`src/rst_wdog_map.svh`:
```
`ifndef RST_WDOG_MAP_SVH
`define RST_WDOG_MAP_SVH

// System clock rate
`define CLK_MHZ        100
// Shortest external reset pulse that is honoured
`define EXT_MIN_NS     2500
`define EXT_MIN_CYC    ((`EXT_MIN_NS * `CLK_MHZ + 999) / 1000)
// Start-up stretch per fuse setting, microseconds
`define SUT_US0        1
`define SUT_US1        2
`define SUT_US2        8
`define SUT_US3        32
`define SUT_CYC0       (`SUT_US0 * `CLK_MHZ)
`define SUT_CYC1       (`SUT_US1 * `CLK_MHZ)
`define SUT_CYC2       (`SUT_US2 * `CLK_MHZ)
`define SUT_CYC3       (`SUT_US3 * `CLK_MHZ)
// Timed sequence window, clock cycles
`define WIN_CYC        4
// Watchdog oscillator and shortest time-out
`define OSC_KHZ        128
`define WD_MIN_MS      16
`define WD_BASE_TICKS  (`WD_MIN_MS * `OSC_KHZ)
`define WD_SEL_MAX     4'h9
// Reset values
`define CAUSE_RST      5'h00
`define CAUSE_POR      5'h01
`define PIN_RST        5'h02

`endif

```
`src/rst_wdog_pkg.sv`:
```
package rst_wdog_pkg;

   typedef struct packed {
      logic       irq_flag;
      logic       irq_en;
      logic       change_en;
      logic       reset_en;
      logic [3:0] prescale;
   } wdog_ctrl_t;

   typedef struct packed {
      logic debug;
      logic wdog;
      logic brownout_detector;
      logic ext;
      logic por;
   } reset_cause_t;

   typedef struct packed {
      logic lock_enable;
      logic lock;
   } lock_req_t;

   typedef enum logic [1:0] {
      RS_HOLD,
      RS_STRETCH,
      RS_RUN
   } rst_state_t;

endpackage

```
`src/pin_sync.sv`:
```
`timescale 1ns/1ns
module pin_sync #(
   parameter int             W       = 1,
   parameter logic [W-1:0]   RST_VAL = '0
) (
   input  wire logic         clk,
   input  wire logic         srst,
   input  wire logic [W-1:0] d,
   output logic      [W-1:0] q
);
   logic [W-1:0] meta;

   // First stage feeds only the second stage
   always_ff @(posedge clk) begin
      if (srst) begin
         meta <= RST_VAL;
         q    <= RST_VAL;
      end else begin
         meta <= d;
         q    <= meta;
      end
   end
endmodule

```
`src/rst_wdog_ctrl.sv`:
```
`timescale 1ns/1ns
`include "rst_wdog_map.svh"
// Notes on behaviour
// - I/O registers initialised during reset; restart fetch.
// - Ports return to initial state on any source.
// - Stretch internal reset by fuse-chosen delay.
// - Five reset sources, any resets the core.
// - Long enough external low pulse resets device.
// - Supply below detection level reasserts reset immediately.
// - Watchdog reset is one-cycle pulse, delay follows.
// - Debug reset command resets in debug mode.
// - Brown-out with hysteresis, release after delay.
// - Brown-out fuse keeps detector on except power-off.
// - Watchdog counts oscillator ticks, expiry interrupts/resets.
// - Restart instruction clears watchdog counter.
// - Time-out selectable from 16 ms to 8 s.
// - Interrupt, reset and combined watchdog modes.
// - Watchdog keeps running during sleep.
// - Always-on fuse forces reset mode, interrupt off.
// - Opening write needs change and reset enable.
// - Reset enable and prescale applied only within four-cycle window.
// - Two-step lock freezes config until reset.
// - Combined mode vector clears enable and flag.
// - Flag set on expiry, cleared by vector/write-one.
// - Sticky cause flags; power-on clears others.
module rst_wdog_ctrl
   import rst_wdog_pkg::*;
(
   input  wire logic        clk,
   input  wire logic        srst,
   input  wire logic        supply_below_por,
   input  wire logic        ext_reset_n,
   input  wire logic        bod_below_lower,
   input  wire logic        bod_above_upper,
   input  wire logic        brownout_enable_fuse,
   input  wire logic        power_off_mode,
   input  wire logic [1:0]  startup_time_fuses,
   input  wire logic        debug_mode_active,
   input  wire logic        debug_reset_cmd,
   input  wire logic        wdog_osc,
   input  wire logic        wdog_always_on_fuse,
   input  wire logic        wdog_restart,
   input  wire logic        ctrl_wr,
   input  wire wdog_ctrl_t  ctrl_wdata,
   input  wire logic        lock_wr,
   input  wire lock_req_t   lock_wdata,
   input  wire logic        irq_vector_ack,
   input  wire logic        cause_wr,
   input  wire reset_cause_t cause_wdata,
   output logic             core_reset,
   output logic             io_reset,
   output logic             fetch_start,
   output logic             wdog_irq,
   output wdog_ctrl_t       wdog_ctrl,
   output logic             wdog_cfg_lock,
   output reset_cause_t     reset_cause_status
);
   logic [4:0]  pin_s;
   logic        por_s;
   logic        ext_n_s;
   logic        bod_lo_s;
   logic        bod_hi_s;
   logic        osc_s;
   logic        osc_prev;
   logic        tick;
   logic [11:0] ext_cnt;
   logic        ext_src;
   logic        bod_src;
   logic        dbg_src;
   logic        wd_pulse;
   logic        any_src;
   rst_state_t  state;
   rst_state_t  next_state;
   logic [11:0] dly;
   logic        rst_int;
   logic        reset_en;
   logic        irq_en;
   logic        irq_flag;
   logic [3:0]  prescale;
   logic        chg_open;
   logic [2:0]  chg_cnt;
   logic        lock_open;
   logic [2:0]  lock_cnt;
   logic        cfg_lock;
   logic        act_run;
   logic [3:0]  act_sel;
   logic [3:0]  sel_c;
   logic [20:0] wd_lim;
   logic [19:0] wd_cnt;
   logic        wd_exp;
   logic        chg_apply;

   function automatic logic [11:0] sut_cyc(input logic [1:0] f);
      case (f)
         2'h0:    sut_cyc = 12'(`SUT_CYC0);
         2'h1:    sut_cyc = 12'(`SUT_CYC1);
         2'h2:    sut_cyc = 12'(`SUT_CYC2);
         default: sut_cyc = 12'(`SUT_CYC3);
      endcase
   endfunction

   pin_sync #(.W(5), .RST_VAL(`PIN_RST)) u_pin_sync (
      .clk  (clk),
      .srst (srst),
      .d    ({wdog_osc, bod_above_upper, bod_below_lower, ext_reset_n,
              supply_below_por}),
      .q    (pin_s)
   );

   assign por_s    = pin_s[0];
   assign ext_n_s  = pin_s[1];
   assign bod_lo_s = pin_s[2];
   assign bod_hi_s = pin_s[3];
   assign osc_s    = pin_s[4];
   assign tick     = osc_s & ~osc_prev;
   assign dbg_src  = debug_mode_active & debug_reset_cmd;
   assign any_src  = por_s | ext_src | bod_src | wd_pulse | dbg_src;
   assign rst_int  = srst | core_reset;

   // Short glitches on the reset pin are filtered out
   always_ff @(posedge clk) begin
      if (srst || ext_n_s) begin
         ext_cnt <= 12'h000;
         ext_src <= 1'b0;
      end else if (ext_cnt != 12'(`EXT_MIN_CYC)) begin
         ext_cnt <= ext_cnt + 12'h001;
      end else begin
         ext_src <= 1'b1;
      end
   end

   // Hysteresis: trip below lower trigger, release above upper
   always_ff @(posedge clk) begin
      if (srst || !brownout_enable_fuse || power_off_mode) begin
         bod_src <= 1'b0;
      end else if (bod_lo_s) begin
         bod_src <= 1'b1;
      end else if (bod_hi_s) begin
         bod_src <= 1'b0;
      end
   end

   always_comb begin
      next_state = state;
      case (state)
         RS_HOLD:    if (!any_src) next_state = RS_STRETCH;
         RS_STRETCH: begin
            if (any_src) begin
               next_state = RS_HOLD;
            end else if (dly == 12'h000) begin
               next_state = RS_RUN;
            end
         end
         RS_RUN:     if (any_src) next_state = RS_HOLD;
         default:    next_state = RS_HOLD;
      endcase
   end

   always_ff @(posedge clk) begin
      if (srst) begin
         state <= RS_HOLD;
         dly   <= 12'h000;
      end else begin
         state <= next_state;
         if (state == RS_HOLD) begin
            dly <= sut_cyc(startup_time_fuses) - 12'h001;
         end else if (state == RS_STRETCH && dly != 12'h000) begin
            dly <= dly - 12'h001;
         end
      end
   end

   // Ports follow sources directly; core release waits for the stretch
   always_ff @(posedge clk) begin
      if (srst) begin
         core_reset  <= 1'b1;
         io_reset    <= 1'b1;
         fetch_start <= 1'b0;
      end else begin
         core_reset  <= next_state != RS_RUN;
         io_reset    <= any_src;
         fetch_start <= state == RS_STRETCH && next_state == RS_RUN;
      end
   end

   // Timed change window for reset enable and prescaler
   assign chg_apply = ctrl_wr && !ctrl_wdata.change_en && chg_open && !cfg_lock;

   always_ff @(posedge clk) begin
      if (rst_int) begin
         chg_open <= 1'b0;
         chg_cnt  <= 3'h0;
      end else if (ctrl_wr && ctrl_wdata.change_en && ctrl_wdata.reset_en && !cfg_lock) begin
         chg_open <= 1'b1;
         chg_cnt  <= 3'(`WIN_CYC);
      end else if (chg_apply || chg_cnt == 3'h1) begin
         chg_open <= 1'b0;
         chg_cnt  <= 3'h0;
      end else if (chg_cnt != 3'h0) begin
         chg_cnt  <= chg_cnt - 3'h1;
      end
   end

   always_ff @(posedge clk) begin
      if (rst_int) begin
         reset_en <= wdog_always_on_fuse;
         prescale <= 4'h0;
      end else begin
         if (chg_apply) begin
            reset_en <= ctrl_wdata.reset_en | wdog_always_on_fuse;
            prescale <= ctrl_wdata.prescale;
         end else if (wdog_always_on_fuse) begin
            reset_en <= 1'b1;
         end
      end
   end

   always_ff @(posedge clk) begin
      if (rst_int || wdog_always_on_fuse) begin
         irq_en <= 1'b0;
      end else if (irq_vector_ack && reset_en && irq_en) begin
         irq_en <= 1'b0;
      end else if (ctrl_wr && !cfg_lock) begin
         irq_en <= ctrl_wdata.irq_en;
      end
   end

   // A new expiry beats a clear in the same cycle
   always_ff @(posedge clk) begin
      if (rst_int) begin
         irq_flag <= 1'b0;
      end else if (wd_exp && irq_en) begin
         irq_flag <= 1'b1;
      end else if (irq_vector_ack || (ctrl_wr && ctrl_wdata.irq_flag)) begin
         irq_flag <= 1'b0;
      end
   end

   always_ff @(posedge clk) begin
      if (rst_int) begin
         lock_open <= 1'b0;
         lock_cnt  <= 3'h0;
         cfg_lock  <= 1'b0;
      end else if (lock_wr && lock_wdata.lock_enable && lock_wdata.lock) begin
         lock_open <= 1'b1;
         lock_cnt  <= 3'(`WIN_CYC);
      end else if (lock_wr && lock_open && lock_wdata.lock) begin
         lock_open <= 1'b0;
         lock_cnt  <= 3'h0;
         cfg_lock  <= 1'b1;
      end else if (lock_cnt == 3'h1) begin
         lock_open <= 1'b0;
         lock_cnt  <= 3'h0;
      end else if (lock_cnt != 3'h0) begin
         lock_cnt  <= lock_cnt - 3'h1;
      end
   end

   // Counter side takes its settings only on an oscillator tick
   always_ff @(posedge clk) begin
      if (rst_int) begin
         osc_prev <= 1'b0;
         act_run  <= 1'b0;
         act_sel  <= 4'h0;
      end else begin
         osc_prev <= osc_s;
         if (tick) begin
            act_run <= reset_en | irq_en;
            act_sel <= prescale;
         end
      end
   end

   assign sel_c  = (act_sel > `WD_SEL_MAX) ? `WD_SEL_MAX : act_sel;
   assign wd_lim = 21'(`WD_BASE_TICKS) << sel_c;

   // No sleep gating: the counter keeps running in every sleep mode
   always_ff @(posedge clk) begin
      if (rst_int || wdog_restart || !act_run) begin
         wd_cnt <= 20'h00000;
         wd_exp <= 1'b0;
      end else if (tick && {1'b0, wd_cnt} == wd_lim - 21'h000001) begin
         wd_cnt <= 20'h00000;
         wd_exp <= 1'b1;
      end else begin
         wd_cnt <= tick ? wd_cnt + 20'h00001 : wd_cnt;
         wd_exp <= 1'b0;
      end
   end

   // Combined mode: an expiry resets once the vector has cleared irq_en, or while irq_flag is still set
   always_ff @(posedge clk) begin
      if (srst) begin
         wd_pulse <= 1'b0;
      end else begin
         wd_pulse <= wd_exp && reset_en && (!irq_en || irq_flag);
      end
   end

   // Cause flags survive internal resets so software can read them
   always_ff @(posedge clk) begin
      if (srst) begin
         reset_cause_status <= `CAUSE_RST;
      end else if (por_s) begin
         reset_cause_status <= `CAUSE_POR;
      end else begin
         reset_cause_status.por   <= reset_cause_status.por &
                                     ~(cause_wr & ~cause_wdata.por);
         reset_cause_status.ext   <= ext_src | (reset_cause_status.ext &
                                     ~(cause_wr & ~cause_wdata.ext));
         reset_cause_status.brownout_detector   <= bod_src | (reset_cause_status.brownout_detector &
                                     ~(cause_wr & ~cause_wdata.brownout_detector));
         reset_cause_status.wdog  <= wd_pulse | (reset_cause_status.wdog &
                                     ~(cause_wr & ~cause_wdata.wdog));
         reset_cause_status.debug <= dbg_src | (reset_cause_status.debug &
                                     ~(cause_wr & ~cause_wdata.debug));
      end
   end

   always_ff @(posedge clk) begin
      if (srst) begin
         wdog_irq <= 1'b0;
      end else begin
         wdog_irq <= irq_flag & irq_en;
      end
   end

   assign wdog_ctrl     = '{irq_flag:  irq_flag,  irq_en:   irq_en,
                            change_en: chg_open,  reset_en: reset_en,
                            prescale:  prescale};
   assign wdog_cfg_lock = cfg_lock;
endmodule

```
`config.mk`:
```
export PLATFORM = sky130hd
export DESIGN_NAME = rst_wdog_ctrl
export DESIGN_NICKNAME = d
export VERILOG_FILES = /design/src/rst_wdog_pkg.sv /design/src/pin_sync.sv /design/src/rst_wdog_ctrl.sv
export VERILOG_INCLUDE_DIRS = /design/src
export SDC_FILE = /design/constraint.sdc
export NUM_CORES = 1
export LEC_CHECK = 0
export ABC_AREA = 1
export BUFFER_PORTS_ARGS = -buffer_cell sky130_fd_sc_hd__buf_2
export CORE_MARGIN = 1
export CORE_UTILIZATION = 45
export CTS_BUF_LIST = sky130_fd_sc_hd__clkbuf_2
export DETAILED_ROUTE_END_ITERATION = 10
export GPL_ROUTABILITY_DRIVEN = 0
export HOLD_SLACK_MARGIN = 0.05
export SYNTH_ARGS = -nofsm -noshare
export SYNTH_HDL_FRONTEND = slang
export SYNTH_SLANG_ARGS = --single-unit
```
`constraint.sdc`:
```
create_clock -name clk -period 2.3 [get_ports clk]
set_clock_uncertainty 0.1 [all_clocks]
set_input_delay 0 -clock clk [delete_from_list [all_inputs] [get_ports clk]]
set_output_delay 0 -clock clk [all_outputs]
set_load 0.02 [all_outputs]
```
==> results of run 1 <==
-- cell families after synthesis --
| logic type | share of synthesized area, % |
|---|---|
| simple gates | 30.1 |
| buf+inv | 10.6 |
| compound gates | 11.0 |
| flops | 40.4 |
| xor+xnor | 4.63 |
| fa+ha+maj | 3.03 |
| mux | 0.221 |
-- timing repair --
action | 4_1_cts | 5_1_grt
gates resized for setup | 0 | 13
endpoints found under the hold margin | 83 | 0
hold buffers | 65 | 0
setup buffers | 0 | 1
setup endpoints to repair | 0 | 23
-- sequential cells by signal, summed over array words and instances, names as in the netlist, 2 cells and up --
| signal | flops |
|---|---|
| act_sel | 4 |
| chg_cnt | 3 |
| dly | 12 |
| ext_cnt | 12 |
| lock_cnt | 3 |
| prescale | 4 |
| reset_cause_status | 5 |
| state | 2 |
| u_pin_sync.meta | 5 |
| u_pin_sync.q | 5 |
| wd_cnt | 20 |
-- critical path: cells and delay by family (launching register included) --
kind | cells | cell delay [ns]
and+or+nand+nor | 3 | 0.47
AOI/OAI and AO/OA | 1 | 0.19
buffers and inverters | 3 | 0.88
DFF | 1 | 0.38
-- per-stage QoR --
stage / hold slack [ns] / total power [uW]
after floorplan: -0.0226 / 1900
after global placement: 0.0778 / 1990
after detailed placement: 0.0766 / 1990
after CTS: 0.0711 / 2890
after global routing: 0.0691 / 2990
final: 0.101 / 2850
-- routing by layer --
| layer | wire length, um | share of wire, % | GRT usage [%] | vias up |
|---|---|---|---|---|
| li1 | - | - | - | 2236 |
| met1 | 4880 | 47 | 25.3 | 1909 |
| met2 | 4960 | 48 | 34.6 | 62 |
| met3 | 296 | 2.8 | 5.34 | 30 |
| met4 | 262 | 2.5 | 7.03 | 0 |
| met5 | 0 | 0 | 0 | - |
-- where the power goes --
part	leakage [uW]	internal [uW]	switching (uW)
logic	0.00160	173	204
clock network	0.0000729	251	574
registers	0.000744	1620	26.6
-- worst max-delay path by stage --
stage	startpoint	end	slack (ns)	cells after the start
final	wdog_cfg_lock	reset_en	0.08	7
after global routing	wdog_cfg_lock	reset_en	0.004	7
after CTS	wdog_cfg_lock	reset_en	0.05	7
after detailed placement	act_sel[3]	wd_cnt[17]	0.09	16
after global placement	act_sel[3]	wd_cnt[7]	0.20	13
after floorplan	act_sel[3]	wd_cnt[7]	0.33	13
-- placed cells by master (no fill, tap or decap), types with 3 or more instances in the layout --
cell type | synthesis | layout
inv_2 | 7 | 5
a31oi_1 | 3 | 3
nor2_1 | 69 | 69
nand2_2 | 9 | 9
nor4_1 | 4 | 4
nand3_1 | 45 | 45
nand2_1 | 97 | 96
o22ai_1 | 5 | 5
o21ai_0 | 35 | 35
ha_1 | 11 | 10
dfxtp_4 | 0 | 3
xor2_1 | 17 | 17
nand2_4 | 2 | 3
nor2_4 | 3 | 4
dfxtp_1 | 90 | 87
nor3_1 | 14 | 13
buf_4 | 4 | 5
or2_2 | 3 | 3
nand4_1 | 10 | 10
nor2_2 | 25 | 24
dlygate4sd3_1 | 0 | 65
a21oi_1 | 38 | 38
o21bai_1 | 3 | 3
inv_1 | 97 | 97
xnor2_1 | 7 | 7
buf_2 | 0 | 51
inv_4 | 0 | 3
clkbuf_2 | 1 | 9
-- area by class of cell --
type	instances	area, um^2	area share, %
Clock buffer	9	45.0	0.782
Clock inverter	6	63.8	1.11
Inverter	105	399	6.93
Multi-Input combinational cell	416	2240	38.9
Sequential cell	91	1840	32.0
Tap cell	133	166	2.89
Timing Repair Buffer	124	1000	17.4
==> results.txt, run 1 <==
Reg2reg setup slack - 0.08 ns
Post-Route WL - 10,400 um
Final Net Count - 792
Top Ports - 52
Synthesized cell area - 4540 um^2
Die area - 10,500 um^2
Max stage delay on crit path - 0.57 ns
VDD IR max - 0.346 mV
Die width - 102 um
Fmax - 451 MHz
Main synth FF type - dfxtp_1
Top cells by area, synth - dfxtp_1, inv_1, nand2_1, nor2_1, nand3_1
Count of final hold-check violations - 0
Seq cells post-synth - 91
Worst-path clk slew - 0.26 ns
HP Class - in2reg
Area share of the largest cell type after synthesis - 39.7%
Initial core utilization - 46.4%
Pwr dens - 495 nW/um^2
Clock Tree Root - clkbuf_2
TritonCTS clock tree - built
Clock buffer depth - 2
Die height - 102 um
N_diodes - 0
Vias in the first global route - 3,826
Min Tclk post-route - 2.22 ns
Tot GR Track Use - 20.5%
Finished Cell Area - 5760 um^2
TritonRoute pass-1 iters - 5
GR Overflow Total - 0
Sequential-to-total area share from yosys stat - 40.4%
Synth area leader - dfxtp_1
Crit-path max FO - 8
Post-DP HPWL - 6860 um
First-pass GRT wire length - 16,900 um
Fin util - 58.9%
Async SR Flop Fraction - 0%
Worst EP required - 2.55 ns
Slew Limit Fails - 0
Total negative slack - 0 ns
Worst-margin pin slew - 0.450 ns
Post-synth EDFFs - 1
CP cell instances - inv_1, nand2_1, nor3_2, inv_1, o21ai_0, dlygate4sd3_1, nand2_1
Worst reg2reg startpoint - wdog_cfg_lock
Post-Syn Instances - 627
Initial drt markers - 131
Non-Filler Instances - 884
Placement-stage worst setup slack - 0.0942 ns
Post-DP Area - 4920 um^2
Slew HR - 69.9%
Post-DRT Antenna Nets - 0
WL per Instance - 11.8 um
Synth Area per Inst - 7.24 um^2
Core area - 9770 um^2
IO buf count - 51
Worst r2r dst - reset_en
Hold path depth - 5
Clock Sinks - 91
Leakage - 0.00242 uW
Num rows - 36
Worst-Skew Late Latency - 0.57 ns
Vias per std cell - 4.79
Drt drc - 0
Post-Place Cells - 801
Period utilization - 96.4%
Net Count, Synth - 672
Hold path startpoint - irq_vector_ack
Most frequent cells after synthesis - inv_1, nand2_1, dfxtp_1, nor2_1, nand3_1
Max_cap viols - 0
RSZ-0062 raised after global routing - false
CP Launch Type - register
Library cells used by synthesis - 40
Setup Viol. Count Final - 0
Initial antenna violation count - 0
H-tree Lvls - 3
Slowest stage cell, crit path - dlygate4sd3_1
Number of CTS-inserted buffers - 9
Layout cells sized above 1 - 18.2%
Register-to-Register Path Depth - 7
Area growth, synth to finish - 27.0%
Fillers - 924
Synth warnings - 0
Outcome - finished, final reports clean
End of the worst hold path - irq_flag
Crit path DAT - 2.47 ns
Largest net degree at the start of global routing - 21
Kind of critical path - reg2reg
Crit. End Element - register
Vias - 4,237
Setup ws final - 0.0819 ns
No activity file was read; power rests on OpenSTA's default activity.
==> inputs of run 2 (changes only) <==
--- a/config.mk
+++ b/config.mk
@@ -7,8 +7,7 @@
 export NUM_CORES = 1
 export LEC_CHECK = 0
 export ABC_AREA = 1
-export BUFFER_PORTS_ARGS = -buffer_cell sky130_fd_sc_hd__buf_2
-export CORE_MARGIN = 1
+export BUFFER_PORTS_ARGS = -buffer_cell sky130_fd_sc_hd__clkbuf_2
 export CORE_UTILIZATION = 45
 export CTS_BUF_LIST = sky130_fd_sc_hd__clkbuf_2
 export DETAILED_ROUTE_END_ITERATION = 10
==> run 2 against run 1 <==
- die area stayed put
- critical endpoint unchanged
- flip-flop and latch count stayed put
- clock-buffer cell count stayed put
==> results.txt, run 2 (synthesized netlist as in run 1, its figures left out) <==
CP bufs+invs - 3
Die height - 102 um
TritonCTS clock tree - built
Drt drc - 0
Registers with the most flip-flops - wd_cnt x20, dly x12, ext_cnt x12
Worst EP required - 2.57 ns
Initial core utilization - 46.4%
Met2 wire length - 5620 um
CP Launch Type - register
Tot GR Track Use - 21.7%
Critical path's top delay family - buffers and inverters
RSZ-0062 raised after global routing - true
Fin Hold WS - 0.124 ns
CP cell instances - inv_1, nand2_1, nor3_2, inv_1, o21ai_0, dlygate4sd3_1, nand2_1
Fillers - 910
Register area - 1850 um^2
Layout cells sized above 1 - 19.8%
Post-DP HPWL - 7090 um
Slowest stage cell, crit path - dlygate4sd3_1
VDD IR max - 0.293 mV
Slew Limit Fails - 0
Total negative slack - 0 ns
Number of CTS-inserted buffers - 9
Worst-margin pin slew - 0.437 ns
Initial antenna violation count - 0
Top Ports - 52
Vias - 4,323
Clock Sinks - 91
N_diodes - 0
Setup Viol. Count Final - 0
H-tree Lvls - 3
Slew HR - 70.7%
Met1 wire length - 4880 um
Outcome - finished, final reports clean
Multi-input gate area - 2260 um^2
Area growth, synth to finish - 29.6%
Pwr dens - 467 nW/um^2
Vias in the first global route - 3,935
Die width - 102 um
Max_cap viols - 0
Final Net Count - 805
Highest metal used - met4
Initial drt markers - 144
Min Tclk post-route - 2.17 ns
Worst-Skew Late Latency - 0.57 ns
Placement-stage worst setup slack - 0.112 ns
IO buf count - 51
Largest net degree at the start of global routing - 21
Post-DP Area - 4940 um^2
Clock Tree Root - clkbuf_2
Worst-path clk slew - 0.26 ns
Max reg flops - 20
Period utilization - 94.2%
Die area - 10,500 um^2
HP Class - in2reg
Crit-path max FO - 8
Crit. End Element - register
Post-Route WL - 11,000 um
Met3 wire len - 323 um
Max stage delay on crit path - 0.57 ns
Count of final hold-check violations - 0
Finished Cell Area - 5880 um^2
Leakage - 0.00248 uW
Post-DRT Antenna Nets - 0
TritonRoute pass-1 iters - 5
Clock buffer depth - 2
First-pass GRT wire length - 17,700 um
Vias per std cell - 4.82
Most frequent cells in the layout - nand2_1, inv_1, dfxtp_1
Most flops, register - wd_cnt
Setup ws final - 0.134 ns
Core area - 9770 um^2
Kind of critical path - reg2reg
Crit path DAT - 2.43 ns
Fmax - 462 MHz
GR Overflow Total - 0
WL per Instance - 12.3 um
Num rows - 36
run 2: changes by cell type in the layout (fill, tap and decap cells not counted), moves of 2 or more:
cell	change
buf_4	+10
clkinv_4	+2
clkbuf_2	+51
buf_2	-51
dlygate4sd3_1	+2
dfxtp_2	+2
dfxtp_1	-2
run 2: final timing paths:
| kind | start | to | slack, ns | depth (start not counted) |
|---|---|---|---|---|
| max | wdog_cfg_lock | reset_en | 0.13 | 7 |
| min | wdog_restart | wd_exp | 0.12 | 5 |
| max reg2reg | wdog_cfg_lock | reset_en | 0.13 | 7 |
| min reg2reg | u_pin_sync.meta[2] | u_pin_sync.q[2] | 0.33 | 2 |
run 2: per-stage QoR:
stage | total power [uW] | utilization, % | instances
floorplan | 1900 | - | 627
global placement | 1990 | 50.5 | 803
detailed placement | 1990 | 50.5 | 803
CTS | 2780 | 58.4 | 886
global route | 2900 | 60.2 | 897
finish | 2750 | 60.2 | 897
run 2: area by class of cell:
cell class                      count  share of cell area, %
Timing Repair Buffer              137                   19.0
Clock buffer                        9                  0.766
Tap cell                          133                   2.83
Clock inverter                      6                  0.724
Multi-Input combinational cell    416                   38.4
Inverter                          105                   6.87
Sequential cell                    91                   31.4
run 2: per-layer routing:
layer / GRT usage, % / up-vias
met1: 26.3 / 1986
met5: 0 / -
met2: 37.3 / 56
met3: 5.61 / 17
met4: 7.47 / 0
li1: - / 2264
run 2: report_power, final:
part | switching, uW | internal (uW) | leakage [uW]
clock | 570 | 139 | 0.0000558
combinational | 211 | 175 | 0.00168
sequential | 27.1 | 1620 | 0.000744
total | 808 | 1940 | 0.00248
run 2: what timing repair did:
item                       in CTS  in global routing
hold buffers                   68                  0
buffers inserted                0                  9
hold endpoints to repair       89                  0
gates resized for setup         0                 20
setup endpoints to repair       0                 26
run 2: tightest hold or removal path: cells and delay by family:
kind,cells,cell delay (ns)
buffers and inverters,3,0.69
AND/OR/NAND/NOR,2,0.11
==> inputs of run 3 (changes only) <==
--- a/config.mk
+++ b/config.mk
@@ -9,7 +9,6 @@
 export ABC_AREA = 1
 export BUFFER_PORTS_ARGS = -buffer_cell sky130_fd_sc_hd__clkbuf_2
 export CORE_UTILIZATION = 45
-export CTS_BUF_LIST = sky130_fd_sc_hd__clkbuf_2
 export DETAILED_ROUTE_END_ITERATION = 10
 export GPL_ROUTABILITY_DRIVEN = 0
 export HOLD_SLACK_MARGIN = 0.05
==> run 3 against run 2 <==
- die area stayed put
- clock-buffer cell count grew 1
- clock power grew 44%
- first-iteration DRC count shrank 14%
- global-route usage down 0.86 points
- sequential power about the same
- maximum frequency decreased by 1.6%
- sequential share of layout area increased by 1.0 points
- worst hold slack got worse by 0.030 ns
- register-to-register slack worse by 0.04 ns
- critical path type unchanged
- critical endpoint is now prescale[1]
- highest routed layer unchanged
==> results.txt, run 3 (synthesized netlist as in run 1, its figures left out) <==
Fmax - 454 MHz
CP cell instances - inv_1, nand2_1, nor3_1, inv_1, nor2_1, nor2_1, dlygate4sd3_1
Clock Sinks - 91
TritonRoute pass-1 iters - 7
Worst reg2reg startpoint - wdog_cfg_lock
Die area - 10,500 um^2
Max stage delay on crit path - 0.55 ns
Max reg flops - 20
Worst EP required - 2.47 ns
Slowest stage cell, crit path - dlygate4sd3_1
Worst-Skew Late Latency - 0.37 ns
Register area - 1840 um^2
CP Launch Type - register
Total power draw - 3030 uW
Vias per std cell - 4.80
Outcome - finished, final reports clean
Most flops, register - wd_cnt
Post-Place Cells - 803
Vias in the first global route - 3,793
Period utilization - 95.7%
Core area - 9770 um^2
Critical path origin - wdog_cfg_lock
Die height - 102 um
Number of CTS-inserted buffers - 9
First-pass GRT wire length - 16,900 um
Post-DRT Antenna Nets - 0
Min Tclk post-route - 2.20 ns
N_diodes - 0
Clock buffer depth - 2
Hold path startpoint - ctrl_wr
TritonCTS clock tree - built
Clock Tree Root - clkbuf_8
Non-Filler Instances - 871
Slew HR - 64.0%
Crit path DAT - 2.37 ns
Finished Cell Area - 5680 um^2
Initial drt markers - 124
H-tree Lvls - 3
Worst-margin pin slew - 0.536 ns
Fin util - 58.1%
Worst-path clk slew - 0.10 ns
Fillers - 945
Top Ports - 52
Tot GR Track Use - 20.8%
Leakage - 0.00238 uW
Pwr dens - 532 nW/um^2
Die width - 102 um
Initial core utilization - 46.4%
Setup ws final - 0.0982 ns
Registers with the most flip-flops - wd_cnt x20, dly x12, ext_cnt x12
Crit-path max FO - 8
WL per Instance - 11.9 um
Drt drc - 0
Setup Viol. Count Final - 0
Vias - 4,185
Largest net degree at the start of global routing - 21
Final Net Count - 779
Most frequent cells in the layout - nand2_1, inv_1, dfxtp_1
Num rows - 36
Slew Limit Fails - 0
Post-DP Area - 4940 um^2
Area growth, synth to finish - 25.3%
Max_cap viols - 0
HP Class - in2reg
Kind of critical path - reg2reg
Layout cells sized above 1 - 18.6%
Multi-input gate area - 2240 um^2
VDD IR max - 0.373 mV
Crit. End Element - register
GR Overflow Total - 0
Post-Route WL - 10,400 um
Placement-stage worst setup slack - 0.112 ns
Post-DP HPWL - 7090 um
Count of final hold-check violations - 0
Initial antenna violation count - 0
IO buf count - 51
## run 3: cell types whose count changed in the layout (fill, tap and decap cells not counted), sizes merged
cell         previous run  this run
clkinv                  5         4
dlygate4sd3            67        50
buf                    17         9
## run 3: routing by layer
metal,part of all wire (%),GRT usage (%),up-vias
li1,-,-,2215
met1,45,25.4,1904
met2,50,35.9,62
met3,3.4,5.20,4
met4,0.75,6.81,0
met5,0,0,-
## run 3: what timing repair did
action,in CTS,in global routing
hold endpoints to repair,74,0
resized for setup,0,10
hold buffers,50,0
endpoints found under the setup margin,0,20
setup buffers,0,1
## run 3: report_power, final
part           switching [uW]  internal [uW]  total [uW]
logic                     205            160         365
registers                27.1           1620        1640
clock network             594            422        1020
total                     826           2200        3030
## run 3: stage by stage
step	hold slack [ns]	TNS, ns
after CTS	0.0533	0
final	0.0947	0
after global placement	0.0788	0
after floorplan	-0.0226	0
after detailed placement	0.0771	0
after global routing	0.108	-0.0262
## run 3: worst paths after layout
path	end	slack, ns	cells past startpoint
setup / recovery	prescale[1]	0.1	7
hold / removal	prescale[3]	0.09	5
setup reg to reg	prescale[1]	0.1	7
hold reg to reg	u_pin_sync.q[3]	0.31	2
## run 3: critical path: cells and delay by family, from the launching register on
family	cells	cell delay (ns)
simple gates	4	0.75
buf+inv	3	0.89
flops	1	0.34
## run 3: cell type report
type | count | share of cell area [%]
Sequential cell | 91 | 32.4
Multi-Input combinational cell | 416 | 39.3
Timing Repair Buffer | 111 | 15.2
Clock buffer | 10 | 2.42
Tap cell | 133 | 2.93
Clock inverter | 5 | 0.683
Inverter | 105 | 7.02
